==> src/ccu_consts.svh <==
// constants for the capture unit and its control register
// assumes inclusion by the design file and the bench only
`ifndef CCU_CONSTS_SVH
`define CCU_CONSTS_SVH
`define CCU_ADDR_W 3
`define CCU_OFF_CTRL 3'h0
`define CCU_OFF_RES_LO 3'h1
`define CCU_OFF_RES_HI 3'h2
`define CCU_OFF_FLAG 3'h3
`define CCU_OFF_ENABLE 3'h4
`define CCU_OFF_OUTS 3'h5
`define CCU_FLAG_BIT 2
`define CCU_CTRL_RESET 8'h00
`define CCU_MODE_LSB 0
`define CCU_MODE_MSB 3
`define CCU_DUTY_LSB 4
`define CCU_DUTY_MSB 5
`define CCU_BRIDGE_LSB 6
`define CCU_BRIDGE_MSB 7
`define CCU_M_OFF 4'h0
`define CCU_M_TOGGLE 4'h2
`define CCU_M_CAP_FALL 4'h4
`define CCU_M_CAP_RISE 4'h5
`define CCU_M_CAP_R4 4'h6
`define CCU_M_CAP_R16 4'h7
`define CCU_M_CMP_SET 4'h8
`define CCU_M_CMP_CLR 4'h9
`define CCU_M_CMP_SWI 4'hA
`define CCU_M_CMP_SPEC 4'hB
`define CCU_M_PWM_HI 2'h3
`define CCU_PS_R4_LAST 2'h3
`define CCU_PS_R16_LAST 4'hF
`define CCU_BR_SINGLE 2'h0
`define CCU_BR_FULL_FWD 2'h1
`define CCU_BR_HALF 2'h2
`define CCU_BR_FULL_REV 2'h3
`endif

==> src/ccu_pkg.sv <==
// types shared by the capture unit
// assumes ccu_consts.svh sits in the same folder
package ccu_pkg;
  typedef enum logic [2:0] {
    CCU_ST_OFF = 3'b001,
    CCU_ST_CAPTURE = 3'b010,
    CCU_ST_OTHER = 3'b100
  } ccu_state_t;
endpackage

==> src/ccu_capture_unit.sv <==
// capture unit with its control register, compare hooks and bridge select
// assumes a single 100 MHz clock, synchronous reset, a plain register port
// and an external timer one / timer two supplied as inputs
// How it works
// - capture copies full 16-bit timer one value
// - four event choices: fall, rise, 4th, 16th
// - each capture sets flag bit 2
// - new capture overwrites unread result
// - edges seen on pin level, any direction
// - mode change may raise spurious flag
// - prescaler cleared when off or not capturing
// - direct prescaler switch keeps counter
// - capture/compare use timer one, pwm timer two
// - bits 5-4 hold duty low bits
// - two-bit field selects bridge arrangement
// - half bridge modulates a and b only
// - compare codes set, clear, interrupt on match
// - code 1011 resets timer, starts converter
`timescale 1ns/1ps
`include "ccu_consts.svh"
module ccu_capture_unit
  import ccu_pkg::*;
(
  // clock and reset
  input wire logic mclk,
  input wire logic reset,
  input wire logic clk_en,
  // register port
  input wire logic [`CCU_ADDR_W-1:0] reg_addr,
  input wire logic [7:0] reg_wdata,
  input wire logic reg_write,
  input wire logic reg_read,
  output logic [7:0] reg_rdata,
  // pin and timers
  input wire logic capture_pin,
  input wire logic [15:0] general_timer_one,
  input wire logic [7:0] period_timer_two,
  input wire logic pwm_wave,
  input wire logic converter_enabled,
  // outputs
  output logic capture_event_flag,
  output logic capture_irq,
  output logic timer_one_reset,
  output logic converter_start,
  output logic compare_out,
  output logic bridge_out_a,
  output logic bridge_out_b,
  output logic bridge_out_c,
  output logic bridge_out_d,
  output logic bridge_c_is_port,
  output logic bridge_d_is_port
);

  // ------------------------------------------------------------
  // registers
  // ------------------------------------------------------------
  logic [7:0] unit_control_reg;
  logic [15:0] capture_result_pair_reg;
  logic capture_event_enable_reg;
  logic flag_reg;
  logic [3:0] presc_reg;
  logic pin_meta_reg, pin_sync_reg, pin_prev_reg;
  logic [7:0] rdata_reg;
  logic cmp_out_reg;
  logic [3:0] bridge_reg;
  logic tmr_rst_reg, conv_reg;
  ccu_state_t state;

  logic [3:0] unit_mode_field;
  logic [1:0] duty_low_bits;
  logic [1:0] bridge_output_config;
  logic is_capture, rise, fall, cap_event, cmp_match, cmp_mode, pwm_mode;
  logic flag_clear;

  assign unit_mode_field = unit_control_reg[`CCU_MODE_MSB:`CCU_MODE_LSB];
  assign duty_low_bits = unit_control_reg[`CCU_DUTY_MSB:`CCU_DUTY_LSB];
  assign bridge_output_config =
    unit_control_reg[`CCU_BRIDGE_MSB:`CCU_BRIDGE_LSB];
  assign is_capture = (unit_mode_field >= `CCU_M_CAP_FALL) &&
                      (unit_mode_field <= `CCU_M_CAP_R16);
  assign cmp_mode = (unit_mode_field >= `CCU_M_CMP_SET) &&
                    (unit_mode_field <= `CCU_M_CMP_SPEC);
  assign pwm_mode = unit_mode_field[3:2] == `CCU_M_PWM_HI;

  always_comb begin
    if (unit_mode_field == `CCU_M_OFF) begin
      state = CCU_ST_OFF;
    end else if (is_capture) begin
      state = CCU_ST_CAPTURE;
    end else begin
      state = CCU_ST_OTHER;
    end
  end

  // ------------------------------------------------------------
  // pin synchroniser and edge detect
  // ------------------------------------------------------------
  // the pin is sampled whatever its direction, so a port write that
  // drives it can itself cause a capture
  always_ff @(posedge mclk) begin
    if (reset) begin
      pin_meta_reg <= 1'b0;
      pin_sync_reg <= 1'b0;
      pin_prev_reg <= 1'b0;
    end else if (clk_en) begin
      pin_meta_reg <= capture_pin;
      pin_sync_reg <= pin_meta_reg;
      pin_prev_reg <= pin_sync_reg;
    end
  end
  assign rise = pin_sync_reg && !pin_prev_reg;
  assign fall = !pin_sync_reg && pin_prev_reg;

  // ------------------------------------------------------------
  // prescaler and event selection
  // ------------------------------------------------------------
  // the counter only clears when capture is left; switching between
  // prescaled modes directly keeps the count
  always_ff @(posedge mclk) begin
    if (reset) begin
      presc_reg <= 4'h0;
    end else if (clk_en) begin
      if (state != CCU_ST_CAPTURE) begin
        presc_reg <= 4'h0;
      end else if (rise) begin
        presc_reg <= presc_reg + 4'h1;
      end
    end
  end

  always_comb begin
    case (unit_mode_field)
      `CCU_M_CAP_FALL: cap_event = fall;
      `CCU_M_CAP_RISE: cap_event = rise;
      `CCU_M_CAP_R4:
        cap_event = rise && (presc_reg[1:0] == `CCU_PS_R4_LAST);
      `CCU_M_CAP_R16: cap_event = rise && (presc_reg == `CCU_PS_R16_LAST);
      default: cap_event = 1'b0;
    endcase
  end

  // ------------------------------------------------------------
  // capture result and compare
  // ------------------------------------------------------------
  always_ff @(posedge mclk) begin
    if (reset) begin
      capture_result_pair_reg <= 16'h0000;
    end else if (clk_en) begin
      if (cap_event) begin
        // overwrite regardless of whether software read the last value
        capture_result_pair_reg <= general_timer_one;
      end else if (reg_write && reg_addr == `CCU_OFF_RES_LO) begin
        capture_result_pair_reg[7:0] <= reg_wdata;
      end else if (reg_write && reg_addr == `CCU_OFF_RES_HI &&
                   !pwm_mode) begin
        capture_result_pair_reg[15:8] <= reg_wdata;
      end
    end
  end

  assign cmp_match = cmp_mode &&
                     (general_timer_one == capture_result_pair_reg);

  always_ff @(posedge mclk) begin
    if (reset) begin
      cmp_out_reg <= 1'b0;
      tmr_rst_reg <= 1'b0;
      conv_reg <= 1'b0;
    end else if (clk_en) begin
      tmr_rst_reg <= cmp_match && unit_mode_field == `CCU_M_CMP_SPEC;
      conv_reg <= cmp_match && unit_mode_field == `CCU_M_CMP_SPEC &&
                  converter_enabled;
      if (unit_mode_field == `CCU_M_OFF) begin
        cmp_out_reg <= 1'b0;
      end else if (cmp_match && unit_mode_field == `CCU_M_CMP_SET) begin
        cmp_out_reg <= 1'b1;
      end else if (cmp_match && unit_mode_field == `CCU_M_CMP_CLR) begin
        cmp_out_reg <= 1'b0;
      end
    end
  end

  // ------------------------------------------------------------
  // flag, enable and control register
  // ------------------------------------------------------------
  assign flag_clear = reg_write && reg_addr == `CCU_OFF_FLAG &&
                      !reg_wdata[`CCU_FLAG_BIT];

  always_ff @(posedge mclk) begin
    if (reset) begin
      flag_reg <= 1'b0;
    end else if (clk_en) begin
      // a spurious event during a mode change sets it too; the set wins
      if (cap_event || cmp_match) begin
        flag_reg <= 1'b1;
      end else if (flag_clear) begin
        flag_reg <= 1'b0;
      end else if (reg_write && reg_addr == `CCU_OFF_FLAG) begin
        flag_reg <= 1'b1;
      end
    end
  end

  always_ff @(posedge mclk) begin
    if (reset) begin
      unit_control_reg <= `CCU_CTRL_RESET;
      capture_event_enable_reg <= 1'b0;
    end else if (clk_en && reg_write) begin
      if (reg_addr == `CCU_OFF_CTRL) begin
        unit_control_reg <= reg_wdata;
      end else if (reg_addr == `CCU_OFF_ENABLE) begin
        capture_event_enable_reg <= reg_wdata[`CCU_FLAG_BIT];
      end
    end
  end

  // ------------------------------------------------------------
  // bridge outputs
  // ------------------------------------------------------------
  always_ff @(posedge mclk) begin
    if (reset) begin
      bridge_reg <= 4'h0;
    end else if (clk_en) begin
      if (!pwm_mode) begin
        bridge_reg <= {3'h0, cmp_out_reg};
      end else begin
        case (bridge_output_config)
          `CCU_BR_SINGLE: bridge_reg <= {3'h0, pwm_wave};
          `CCU_BR_FULL_FWD: bridge_reg <= {pwm_wave, 2'h0, 1'b1};
          `CCU_BR_HALF: bridge_reg <= {2'h0, !pwm_wave, pwm_wave};
          `CCU_BR_FULL_REV: bridge_reg <= {1'b0, 1'b1, pwm_wave, 1'b0};
          default: bridge_reg <= 4'h0;
        endcase
      end
    end
  end

  // ------------------------------------------------------------
  // register read
  // ------------------------------------------------------------
  always_ff @(posedge mclk) begin
    if (reset) begin
      rdata_reg <= 8'h00;
    end else if (clk_en) begin
      if (!reg_read) begin
        rdata_reg <= 8'h00;
      end else if (reg_addr == `CCU_OFF_CTRL) begin
        rdata_reg <= unit_control_reg;
      end else if (reg_addr == `CCU_OFF_RES_LO) begin
        rdata_reg <= capture_result_pair_reg[7:0];
      end else if (reg_addr == `CCU_OFF_RES_HI) begin
        rdata_reg <= capture_result_pair_reg[15:8];
      end else if (reg_addr == `CCU_OFF_FLAG) begin
        rdata_reg <= {5'h00, flag_reg, 2'h0};
      end else if (reg_addr == `CCU_OFF_ENABLE) begin
        rdata_reg <= {5'h00, capture_event_enable_reg, 2'h0};
      end else if (reg_addr == `CCU_OFF_OUTS) begin
        rdata_reg <= {4'h0, bridge_reg};
      end else begin
        rdata_reg <= 8'h00;
      end
    end
  end

  assign reg_rdata = rdata_reg;
  assign capture_event_flag = flag_reg;
  assign capture_irq = flag_reg && capture_event_enable_reg;
  assign timer_one_reset = tmr_rst_reg;
  assign converter_start = conv_reg;
  assign compare_out = cmp_out_reg;
  assign bridge_out_a = bridge_reg[0];
  assign bridge_out_b = bridge_reg[1];
  assign bridge_out_c = bridge_reg[2];
  assign bridge_out_d = bridge_reg[3];
  // only the two full-bridge codes take c and d away from the port
  assign bridge_c_is_port = !pwm_mode || !bridge_output_config[0];
  assign bridge_d_is_port = !pwm_mode || !bridge_output_config[0];
endmodule

==> config.mk <==
export PLATFORM = sky130hd
export DESIGN_NAME = ccu_capture_unit
export DESIGN_NICKNAME = d
export VERILOG_FILES = /design/src/ccu_pkg.sv /design/src/ccu_capture_unit.sv
export VERILOG_INCLUDE_DIRS = /design/src
export SDC_FILE = /design/constraint.sdc
export NUM_CORES = 1
export LEC_CHECK = 0
export ABC_AREA = 0
export BUFFER_PORTS_ARGS = -buffer_cell sky130_fd_sc_hd__buf_2
export CAP_MARGIN = 20
export CORE_MARGIN = 4
export CORE_UTILIZATION = 36
export CTS_CLUSTER_DIAMETER = 120
export DETAILED_ROUTE_END_ITERATION = 8
export HOLD_SLACK_MARGIN = 0.03
export PLACE_DENSITY = 0.61
export SLEW_MARGIN = 20
export SYNTH_ARGS = -nofsm -noshare
export SYNTH_HDL_FRONTEND = slang
export SYNTH_SLANG_ARGS = --single-unit
export TNS_END_PERCENT = 30
==> constraint.sdc <==
create_clock -name mclk -period 4.2 [get_ports mclk]
set_input_delay 0.42 -clock mclk [delete_from_list [all_inputs] [get_ports mclk]]
set_output_delay 0.42 -clock mclk [all_outputs]
set_load 0.03 [all_outputs]
==> results of run 1 <==
[worst max-delay path by stage]
stage                             start                     endpoint  depth (start not counted)
floorplan                  presc_reg[0]  capture_result_pair_reg[13]                          7
global placement                 clk_en   capture_result_pair_reg[4]                          5
detailed placement               clk_en   capture_result_pair_reg[5]                          5
CTS                 unit_control_reg[3]   capture_result_pair_reg[8]                          5
global route        unit_control_reg[3]   capture_result_pair_reg[8]                          5
finish              unit_control_reg[3]   capture_result_pair_reg[8]                          5
[synthesized netlist by cell type, types with 7 or more instances]
cell type  instances  area share, %
a21oi_1           18            3.3
nand3_1            8            1.5
nor2_1            26            3.6
clkbuf_1          10            1.4
dfxtp_1           48             36
o21ai_0            7            1.3
xor2_1            13            4.2
o31a_1             8            2.6
mux2i_1           19            7.1
o221a_2            7            2.9
nand2_1           33            4.6
a311oi_1           7            2.3
inv_1             11            1.5
[metrics by stage]
step	utilization [%]	hold slack [ns]	instance area (µm²)	setup WS, ns	power [mW]
after global placement	40.8	0.437	2960	1.61	0.580
after detailed placement	40.8	0.438	2960	1.56	0.582
after global routing	42.3	0.380	3070	1.61	0.948
final	42.3	0.367	3070	1.76	0.911
after CTS	42.3	0.360	3070	1.77	0.915
after floorplan	-	0.455	2690	2.53	0.542
[cell usage in the layout (no fill, tap or decap), types with 7 or more instances in the layout]
| cell type | synthesis | routed |
|---|---|---|
| o21ai_0 | 7 | 7 |
| o221a_2 | 7 | 7 |
| dfxtp_1 | 48 | 48 |
| xor2_1 | 13 | 13 |
| inv_1 | 11 | 11 |
| nand2_1 | 33 | 33 |
| a311oi_1 | 7 | 7 |
| buf_2 | 4 | 53 |
| nor2_1 | 26 | 26 |
| nand3_1 | 8 | 8 |
| o31a_1 | 8 | 8 |
| mux2i_1 | 19 | 19 |
| a21oi_1 | 18 | 18 |
[where the power goes]
group | leakage (nW) | total (mW) | internal (mW) | switching [mW]
clock network | 0.0552 | 0.339 | 0.177 | 0.162
logic | 0.749 | 0.104 | 0.0397 | 0.0642
registers | 0.388 | 0.468 | 0.461 | 0.00658
total | 1.19 | 0.911 | 0.678 | 0.233
[cell families (layout without fill, tap and decap cells)]
logic type | Yosys count | in the layout
xor gates and xnor gates | 17 | 17
AOI/OAI and AO/OA | 76 | 76
muxes | 20 | 20
DFF | 48 | 48
and+or+nand+nor | 108 | 108
adders and majority gates | 1 | 1
buffers and inverters | 34 | 73
[final cells by class]
class	instances	area share, %
multi-input cells	222	51.0
flip-flops and latches	48	31.3
repair buffers	53	8.65
well taps	99	4.04
clock buffers	6	2.37
inverters	12	1.47
clock inverters	2	1.14
[per-layer routing]
| metal | part of all wire, % | track usage, % | vias to the layer above |
|---|---|---|---|
| li1 | - | - | 1171 |
| met1 | 45 | 21.7 | 1156 |
| met2 | 49 | 29.1 | 59 |
| met3 | 4.8 | 3.27 | 10 |
| met4 | 0.95 | 4.57 | 0 |
| met5 | 0 | 0 | - |
[worst register-to-register path, cell delays in order (launching register included)]
cell and delay [ns]:
dfxtp_1 0.57, and2b_1 0.27, nand4b_1 0.14, o31a_1 0.65, nand3_2 0.36, o221a_2 0.34
==> impl_metrics.env, run 1 <==
export IMPL_largest_reg_flops=16
export IMPL_crit_reg2reg_capture="capture_result_pair_reg[8]"
export IMPL_grt_pass1_vias=2370
export IMPL_fmax_ghz=0.410
export IMPL_finalNetCount=386
export IMPL_yosysSeqAreaShare_pct=35.7
export IMPL_setup_viol=0
export IMPL_syn_inst=304
export IMPL_synth_area_um2=2690
export IMPL_hold_violations=0
export IMPL_synth_xor_area_share_pct=5.53
export IMPL_dieArea_um2=8930
export IMPL_drt_pass1_iter_count=4
export IMPL_synthesis_area_per_instance_um2=8.86
export IMPL_hp_start="capture_pin"
export IMPL_die_h_um=94.5
export IMPL_status="finished, final reports clean"
export IMPL_hold_end="pin_meta_reg"
export IMPL_maxSlewViolCount=0
export IMPL_slowest_stage="o31a_1"
export IMPL_rsz0062_at_grt="no"
export IMPL_gp_congestion=0.813
export IMPL_clkSlewWorstSetupHoldPaths_ns=0.09
export IMPL_io_pins=62
export IMPL_synth_seq_cells=48
export IMPL_drive_above_1_share_pct=24.8
export IMPL_path_cells="and2b_1 > nand4b_1 > o31a_1 > nand3_2 > o221a_2"
export IMPL_nFillCells=774
export IMPL_cp_required_ns=4.40
export IMPL_grt_ovfl_total=0
export IMPL_cts_max_path_buffers=2
export IMPL_r2r_setup_slack_ns=1.76
export IMPL_cts_hold_buf=0
export IMPL_place_hpwl_mm=5.21
export IMPL_wl_per_cell_um=16.7
export IMPL_synth_fa_ha_area_share_pct=0.465
export IMPL_fin_crit_sh_pct=58.0
export IMPL_multi_input_area_um2=1560
export IMPL_yosys_area_share_simple_pct=20.6
export IMPL_vias_per_cell=5.42
export IMPL_hp_class="input pin to flip-flop"
export IMPL_r2r_start="unit_control_reg[3]"
export IMPL_path_class="flip-flop to flip-flop"
export IMPL_ys_warnings_count=0
export IMPL_synth_flop_cell="dfxtp_1"
export IMPL_cp_end_kind="flip-flop"
export IMPL_cpPeakStageDelay_ns=0.65
export IMPL_placed_cells=434
export IMPL_ant_nets=0
export IMPL_cap_violations=0
export IMPL_clockRootBuffer="clkbuf_8"
export IMPL_cts_made_buffers=5
export IMPL_max_slew_margin_pct=30.7
export IMPL_synth_compound_area_share_pct=23.8
export IMPL_grt_max_degree=45
export IMPL_crit_path_start_kind="flip-flop"
export IMPL_synth_top_family_by_area="compound AO/OA/AOI/OAI gates"
export IMPL_grt_pass1_wl_mm=11.8
export IMPL_crit_family="compound AO/OA/AOI/OAI gates"
export IMPL_die_w_um=94.5
export IMPL_synthesis_nets=348
export IMPL_synthDistinctLibCells=61
export IMPL_cts_resized=0
export IMPL_core_area_um2=7250
export IMPL_port_buffers=53
export IMPL_synth_mux_area_share_pct=7.48
export IMPL_antenna_cells=0
export IMPL_seq_area_um2=961
export IMPL_vias=2396
export IMPL_async_reset_ff_share_pct=0
export IMPL_cts_sinks=48
export IMPL_critPathArrivalTime_ns=2.64
export IMPL_final_cells=442
export IMPL_reg2reg_depth=5
export IMPL_synth_edf_count=0
export IMPL_p_per_area_nw_per_um2=297
export IMPL_holdPathStages=3
export IMPL_tns_ns=0
export IMPL_cp_buffers_inverters=0
export IMPL_drc_errors=0
export IMPL_min_period_ns=2.44
export IMPL_grtUsageTotal_pct=16.9
export IMPL_fp_row_count=31
export IMPL_critPathMaxFanout=17
export IMPL_timing_worst_slew_pin_value_ns=1.04
export IMPL_syn_to_final_growth_pct=13.8
export IMPL_drt_total_wl_mm=7.39
export IMPL_cts_htree_levels=2
export IMPL_tritoncts="done"
export IMPL_p_leak_nw=1.19
export IMPL_peakVddDrop_mv=0.127
export IMPL_drtIter0Drc=88
export IMPL_clk_latency_ns=0.31
export IMPL_finClkSkew_ns=0.0189
export IMPL_start_util_pct=37.1
export IMPL_post_cts_buffers=0
export IMPL_grt_antenna_before_repair=0
Power figures use the tool's default switching activity.
==> inputs of run 2 (changes only) <==
--- a/config.mk
+++ b/config.mk
@@ -14,7 +14,7 @@
 export CTS_CLUSTER_DIAMETER = 120
 export DETAILED_ROUTE_END_ITERATION = 8
 export HOLD_SLACK_MARGIN = 0.03
-export PLACE_DENSITY = 0.61
+export PLACE_DENSITY = 0.63
 export SLEW_MARGIN = 20
 export SYNTH_ARGS = -nofsm -noshare
 export SYNTH_HDL_FRONTEND = slang
==> constraint.sdc (replaced) <==
create_clock -name mclk -period 2.1 [get_ports mclk]
set_input_delay 0.21 -clock mclk [delete_from_list [all_inputs] [get_ports mclk]]
set_output_delay 0.21 -clock mclk [all_outputs]
set_load 0.03 [all_outputs]
==> run 2 against run 1 <==
Effect of this change: fmax grew 24%; total power up 100%; global-route usage rose by 0.072 points; worst hold slack got worse by 0.23 ns; sequential share of layout area decreased by 1.1 points; via count increased by 0.54%; combinational power grew 110%; register-to-register slack got worse by 1.6 ns; clock skew down 0.0052 ns; final cell count rose by 2.7%; utilization up 1.5 points; largest cell class unchanged; largest power group unchanged.
==> impl_metrics.env, run 2 (synthesis results as in run 1) <==
export IMPL_min_period_ns=1.96
export IMPL_final_cell_mix="53 x buf_2, 48 x dfxtp_1, 33 x nand2_1, 26 x nor2_1, 19 x mux2i_1"
export IMPL_hp_class="input pin to flip-flop"
export IMPL_drive_above_1_share_pct=27.3
export IMPL_drt_pass1_iter_count=4
export IMPL_cts_resized=0
export IMPL_cp_end_kind="flip-flop"
export IMPL_grt_max_degree=26
export IMPL_grt_ovfl_total=0
export IMPL_max_slew_margin_pct=71.3
export IMPL_finClkSkew_ns=0.0137
export IMPL_grt_pass1_vias=2336
export IMPL_cp_buffers_inverters=0
export IMPL_antenna_cells=0
export IMPL_cts_max_path_buffers=2
export IMPL_post_cts_buffers=0
export IMPL_final_cells=454
export IMPL_path_cells="xnor2_1 > nand4_1 > or4_1 > nor3_1 > mux2_2"
export IMPL_r2r_start="capture_result_pair_reg[13]"
export IMPL_fmax_ghz=0.510
export IMPL_fp_row_count=31
export IMPL_dieArea_um2=8930
export IMPL_crit_path_start_kind="flip-flop"
export IMPL_gp_congestion=0.838
export IMPL_crit_family="simple AND/OR/NAND/NOR gates"
export IMPL_wl_per_cell_um=16.3
export IMPL_grtUsageTotal_pct=17.0
export IMPL_cpPeakStageDelay_ns=0.44
export IMPL_cts_made_buffers=5
export IMPL_start_util_pct=37.1
export IMPL_core_area_um2=7250
export IMPL_tritoncts="done"
export IMPL_ant_nets=0
export IMPL_p_per_area_nw_per_um2=587
export IMPL_finalNetCount=398
export IMPL_clockRootBuffer="clkbuf_8"
export IMPL_cts_htree_levels=2
export IMPL_grt_antenna_before_repair=0
export IMPL_worstSetupStartpoint="capture_result_pair_reg[13]"
export IMPL_port_buffers=53
export IMPL_fin_total_pwr_mw=1.86
export IMPL_drt_total_wl_mm=7.39
export IMPL_nFillCells=738
export IMPL_clkSlewWorstSetupHoldPaths_ns=0.10
export IMPL_path_class="flip-flop to flip-flop"
export IMPL_io_pins=62
export IMPL_cap_violations=0
export IMPL_p_leak_nw=1.26
export IMPL_status="finished, final reports clean"
export IMPL_cts_sinks=48
export IMPL_maxSlewViolCount=0
export IMPL_critPathArrivalTime_ns=2.17
export IMPL_fin_crit_sh_pct=93.4
export IMPL_placed_cells=445
export IMPL_drc_errors=0
export IMPL_setup_viol=0
export IMPL_cts_hold_buf=0
export IMPL_critPathMaxFanout=3
export IMPL_hp_start="capture_pin"
export IMPL_rsz0062_at_grt="no"
export IMPL_die_h_um=94.5
export IMPL_cp_required_ns=2.30
export IMPL_tns_ns=0
export IMPL_drtIter0Drc=111
export IMPL_peakVddDrop_mv=0.243
export IMPL_vias_per_cell=5.31
export IMPL_die_w_um=94.5
export IMPL_final_common_cell="buf_2"
export IMPL_largest_reg_flops=16
export IMPL_hold_violations=0
export IMPL_syn_to_final_growth_pct=17.8
export IMPL_place_hpwl_mm=5.45
export IMPL_grt_pass1_wl_mm=11.7
export IMPL_clk_latency_ns=0.32
export IMPL_vias=2409
export IMPL_timing_worst_slew_pin_value_ns=0.424
export IMPL_slowest_stage="or4_1"
[run 2: worst register-to-register path, delay by kind of cell (launching register included)]
| family | cells | cell delay [ns] |
|---|---|---|
| multiplexers | 1 | 0.37 |
| flip-flops | 1 | 0.35 |
| AND/OR/NAND/NOR | 3 | 0.85 |
| XOR/XNOR | 1 | 0.29 |
[run 2: power by group]
group | total, mW | switching [mW] | internal, mW
registers | 0.935 | 0.0118 | 0.923
logic | 0.222 | 0.132 | 0.0895
clock network | 0.706 | 0.347 | 0.359
[run 2: path summary, 6_finish.rpt]
kind,slack (ns),cells after the start,endpoint
setup / recovery,0.14,5,compare_out
hold / removal,0.14,3,pin_meta_reg
setup reg to reg,0.14,5,compare_out
hold reg to reg,0.46,2,converter_start
[run 2: per-stage QoR]
step           utilization, %  cell area (µm²)  hold WS (ns)  setup WS [ns]
2_1_floorplan               -             2690         0.357          0.434
3_3_place_gp             41.8             3040         0.436          0.117
5_1_grt                  43.7             3170         0.148          0.112
6_report                 43.7             3170         0.135          0.139
3_5_place_dp             41.8             3040         0.437         0.0970
4_1_cts                  43.5             3150         0.136         0.0593
[run 2: final cells by class]
cell class / count / area [µm²] / area share, %
multi-input cells: 222 / 1560 / 49.1
flip-flops and latches: 48 / 961 / 30.3
repair buffers: 65 / 368 / 11.6
well taps: 99 / 124 / 3.91
clock buffers: 5 / 68.8 / 2.17
clock inverters: 3 / 47.5 / 1.50
inverters: 12 / 45.0 / 1.42
[run 2: per-layer routing]
layer,global-route usage (%),part of all wire [%],up-vias
met5,0,0,-
met1,21.7,45,1118
met4,7.21,2.5,0
met3,3.59,6.4,16
li1,-,-,1200
met2,27.7,47,75
==> inputs of run 3 (changes only) <==
--- a/config.mk
+++ b/config.mk
@@ -14,7 +14,6 @@
 export CTS_CLUSTER_DIAMETER = 120
 export DETAILED_ROUTE_END_ITERATION = 8
 export HOLD_SLACK_MARGIN = 0.03
-export PLACE_DENSITY = 0.63
 export SLEW_MARGIN = 20
 export SYNTH_ARGS = -nofsm -noshare
 export SYNTH_HDL_FRONTEND = slang
==> run 3 against run 2 <==
Effect of this change: sequential power barely moved; sequential share of layout area rose by 0.12 points; utilization fell by 0.17 points; combinational power barely moved; total power fell by 1.2%; die area did not move; design area fell by 0.39%; first-iteration DRC count rose by 13%; non-clock buffer count fell by 1; clock power fell by 3%; largest cell class unchanged.
==> impl_metrics.env, run 3 (synthesis results as in run 1) <==
export IMPL_status="finished, final reports clean"
export IMPL_p_seq_share_pct=50.7
export IMPL_peakVddDrop_mv=0.293
export IMPL_fin_crit_sh_pct=88.2
export IMPL_drc_errors=0
export IMPL_grt_antenna_before_repair=0
export IMPL_cts_sinks=48
export IMPL_finClkSkew_ns=0.0125
export IMPL_grt_ovfl_total=0
export IMPL_cts_resized=0
export IMPL_nFillCells=750
export IMPL_clkSlewWorstSetupHoldPaths_ns=0.10
export IMPL_reg2reg_depth=5
export IMPL_drive_above_1_share_pct=27.1
export IMPL_finalNetCount=397
export IMPL_net_switching_power_mw=0.478
export IMPL_cts_made_buffers=5
export IMPL_min_period_ns=1.85
export IMPL_vias_per_cell=5.29
export IMPL_setup_viol=0
export IMPL_tritoncts="done"
export IMPL_max_slew_margin_pct=65.9
export IMPL_holdPathStages=3
export IMPL_drtIter0Drc=125
export IMPL_grt_max_degree=26
export IMPL_pwr_share_comb_pct=11.9
export IMPL_cp_required_ns=2.31
export IMPL_largest_reg_flops=16
export IMPL_grt_pass1_vias=2328
export IMPL_timing_worst_slew_pin_value_ns=0.512
export IMPL_critPathArrivalTime_ns=2.06
export IMPL_cp_end_kind="flip-flop"
export IMPL_clockRootBuffer="clkbuf_8"
export IMPL_dieArea_um2=8930
export IMPL_swShare_pct=26.0
export IMPL_hold_violations=0
export IMPL_crit_path_start_kind="flip-flop"
export IMPL_cts_max_path_buffers=2
export IMPL_maxSlewViolCount=0
export IMPL_r2r_start="capture_result_pair_reg[13]"
export IMPL_final_common_cell="buf_2"
export IMPL_gp_congestion=0.820
export IMPL_antenna_cells=0
export IMPL_grt_pass1_wl_mm=11.9
export IMPL_grtUsageTotal_pct=17.1
export IMPL_cap_violations=0
export IMPL_clk_latency_ns=0.32
export IMPL_io_pins=62
export IMPL_hold_end="pin_meta_reg"
export IMPL_syn_to_final_growth_pct=17.3
export IMPL_p_leak_nw=1.25
export IMPL_drt_pass1_iter_count=4
export IMPL_drt_total_wl_mm=7.31
export IMPL_port_buffers=53
export IMPL_p_int_mw=1.36
export IMPL_place_hpwl_mm=5.40
export IMPL_path_class="flip-flop to flip-flop"
export IMPL_fp_row_count=31
export IMPL_p_per_area_nw_per_um2=583
export IMPL_die_h_um=94.5
export IMPL_critPathMaxFanout=3
export IMPL_fmax_ghz=0.540
export IMPL_fin_total_pwr_mw=1.84
export IMPL_pwr_share_clk_pct=37.4
export IMPL_core_area_um2=7250
export IMPL_cts_htree_levels=2
export IMPL_rsz0062_at_grt="no"
export IMPL_wl_per_cell_um=16.1
export IMPL_post_cts_buffers=0
export IMPL_start_util_pct=37.1
export IMPL_cts_hold_buf=0
export IMPL_vias=2396
export IMPL_hp_start="capture_pin"
export IMPL_ant_nets=0
export IMPL_tns_ns=0
export IMPL_die_w_um=94.5
export IMPL_fin_util_pct=43.6
export IMPL_hp_class="input pin to flip-flop"
export IMPL_r2r_setup_slack_ns=0.25
export IMPL_final_cell_mix="53 x buf_2, 48 x dfxtp_1, 33 x nand2_1, 26 x nor2_1, 19 x mux2i_1"
export IMPL_crit_reg2reg_capture="compare_out"
[run 3: cell count changes in the layout (fill, tap and decap cells not counted), sizes merged]
cell / before / now
buf: 65 / 64
clkinv: 2 / 1
clkinvlp: 0 / 1
[run 3: power by group through the flow]
stage          Combinational (mW)  Sequential, mW  Clock (mW)
2_1_floorplan               0.126           0.957           0
3_3_place_gp                0.215           0.955           0
3_5_place_dp                0.217           0.956           0
4_1_cts                     0.218           0.934       0.705
5_1_grt                     0.240           0.937       0.735
6_report                    0.219           0.934       0.688
[run 3: final cells by class]
type	count	area [µm²]	area share (%)
clock buffers	5	68.8	2.18
clock inverters	3	42.5	1.35
inverters	12	45.0	1.43
multi-input cells	222	1560	49.3
flip-flops and latches	48	961	30.4
well taps	99	124	3.92
repair buffers	64	360	11.4
[run 3: routing by layer]
metal	track usage, %	part of all wire [%]	routed length (µm)	vias up
li1	-	-	-	1197
met1	22.6	46	3390	1140
met2	27.4	47	3420	45
met3	3.35	4.4	319	14
met4	6.73	2.5	181	0
met5	0	0	0	-
[run 3: worst max path at each step]
stage,cells after the start,startpoint,to
after detailed placement,5,presc_reg[0],capture_result_pair_reg[4]
after global routing,6,presc_reg[0],capture_result_pair_reg[14]
after CTS,5,presc_reg[0],capture_result_pair_reg[0]
final,5,capture_result_pair_reg[13],compare_out
after floorplan,7,presc_reg[0],capture_result_pair_reg[13]
after global placement,5,presc_reg[0],capture_result_pair_reg[4]
[run 3: metrics by stage]
| step | hold slack, ns | cell area [µm²] | instances | worst slack (ns) |
|---|---|---|---|---|
| after global placement | 0.439 | 3030 | 444 | 0.138 |
| after global routing | 0.154 | 3160 | 453 | 0.0852 |
| after detailed placement | 0.441 | 3030 | 444 | 0.0844 |
| after floorplan | 0.357 | 2690 | 304 | 0.434 |
| after CTS | 0.130 | 3140 | 452 | 0.0632 |
| final | 0.135 | 3160 | 453 | 0.247 |
[run 3: critical path, cell delays in order, from the launching register on]
cell,delay (ns)
dfxtp_1,0.34
xnor2_1,0.25
nand4_1,0.16
or4_1,0.43
nor3_1,0.20
mux2_2,0.36
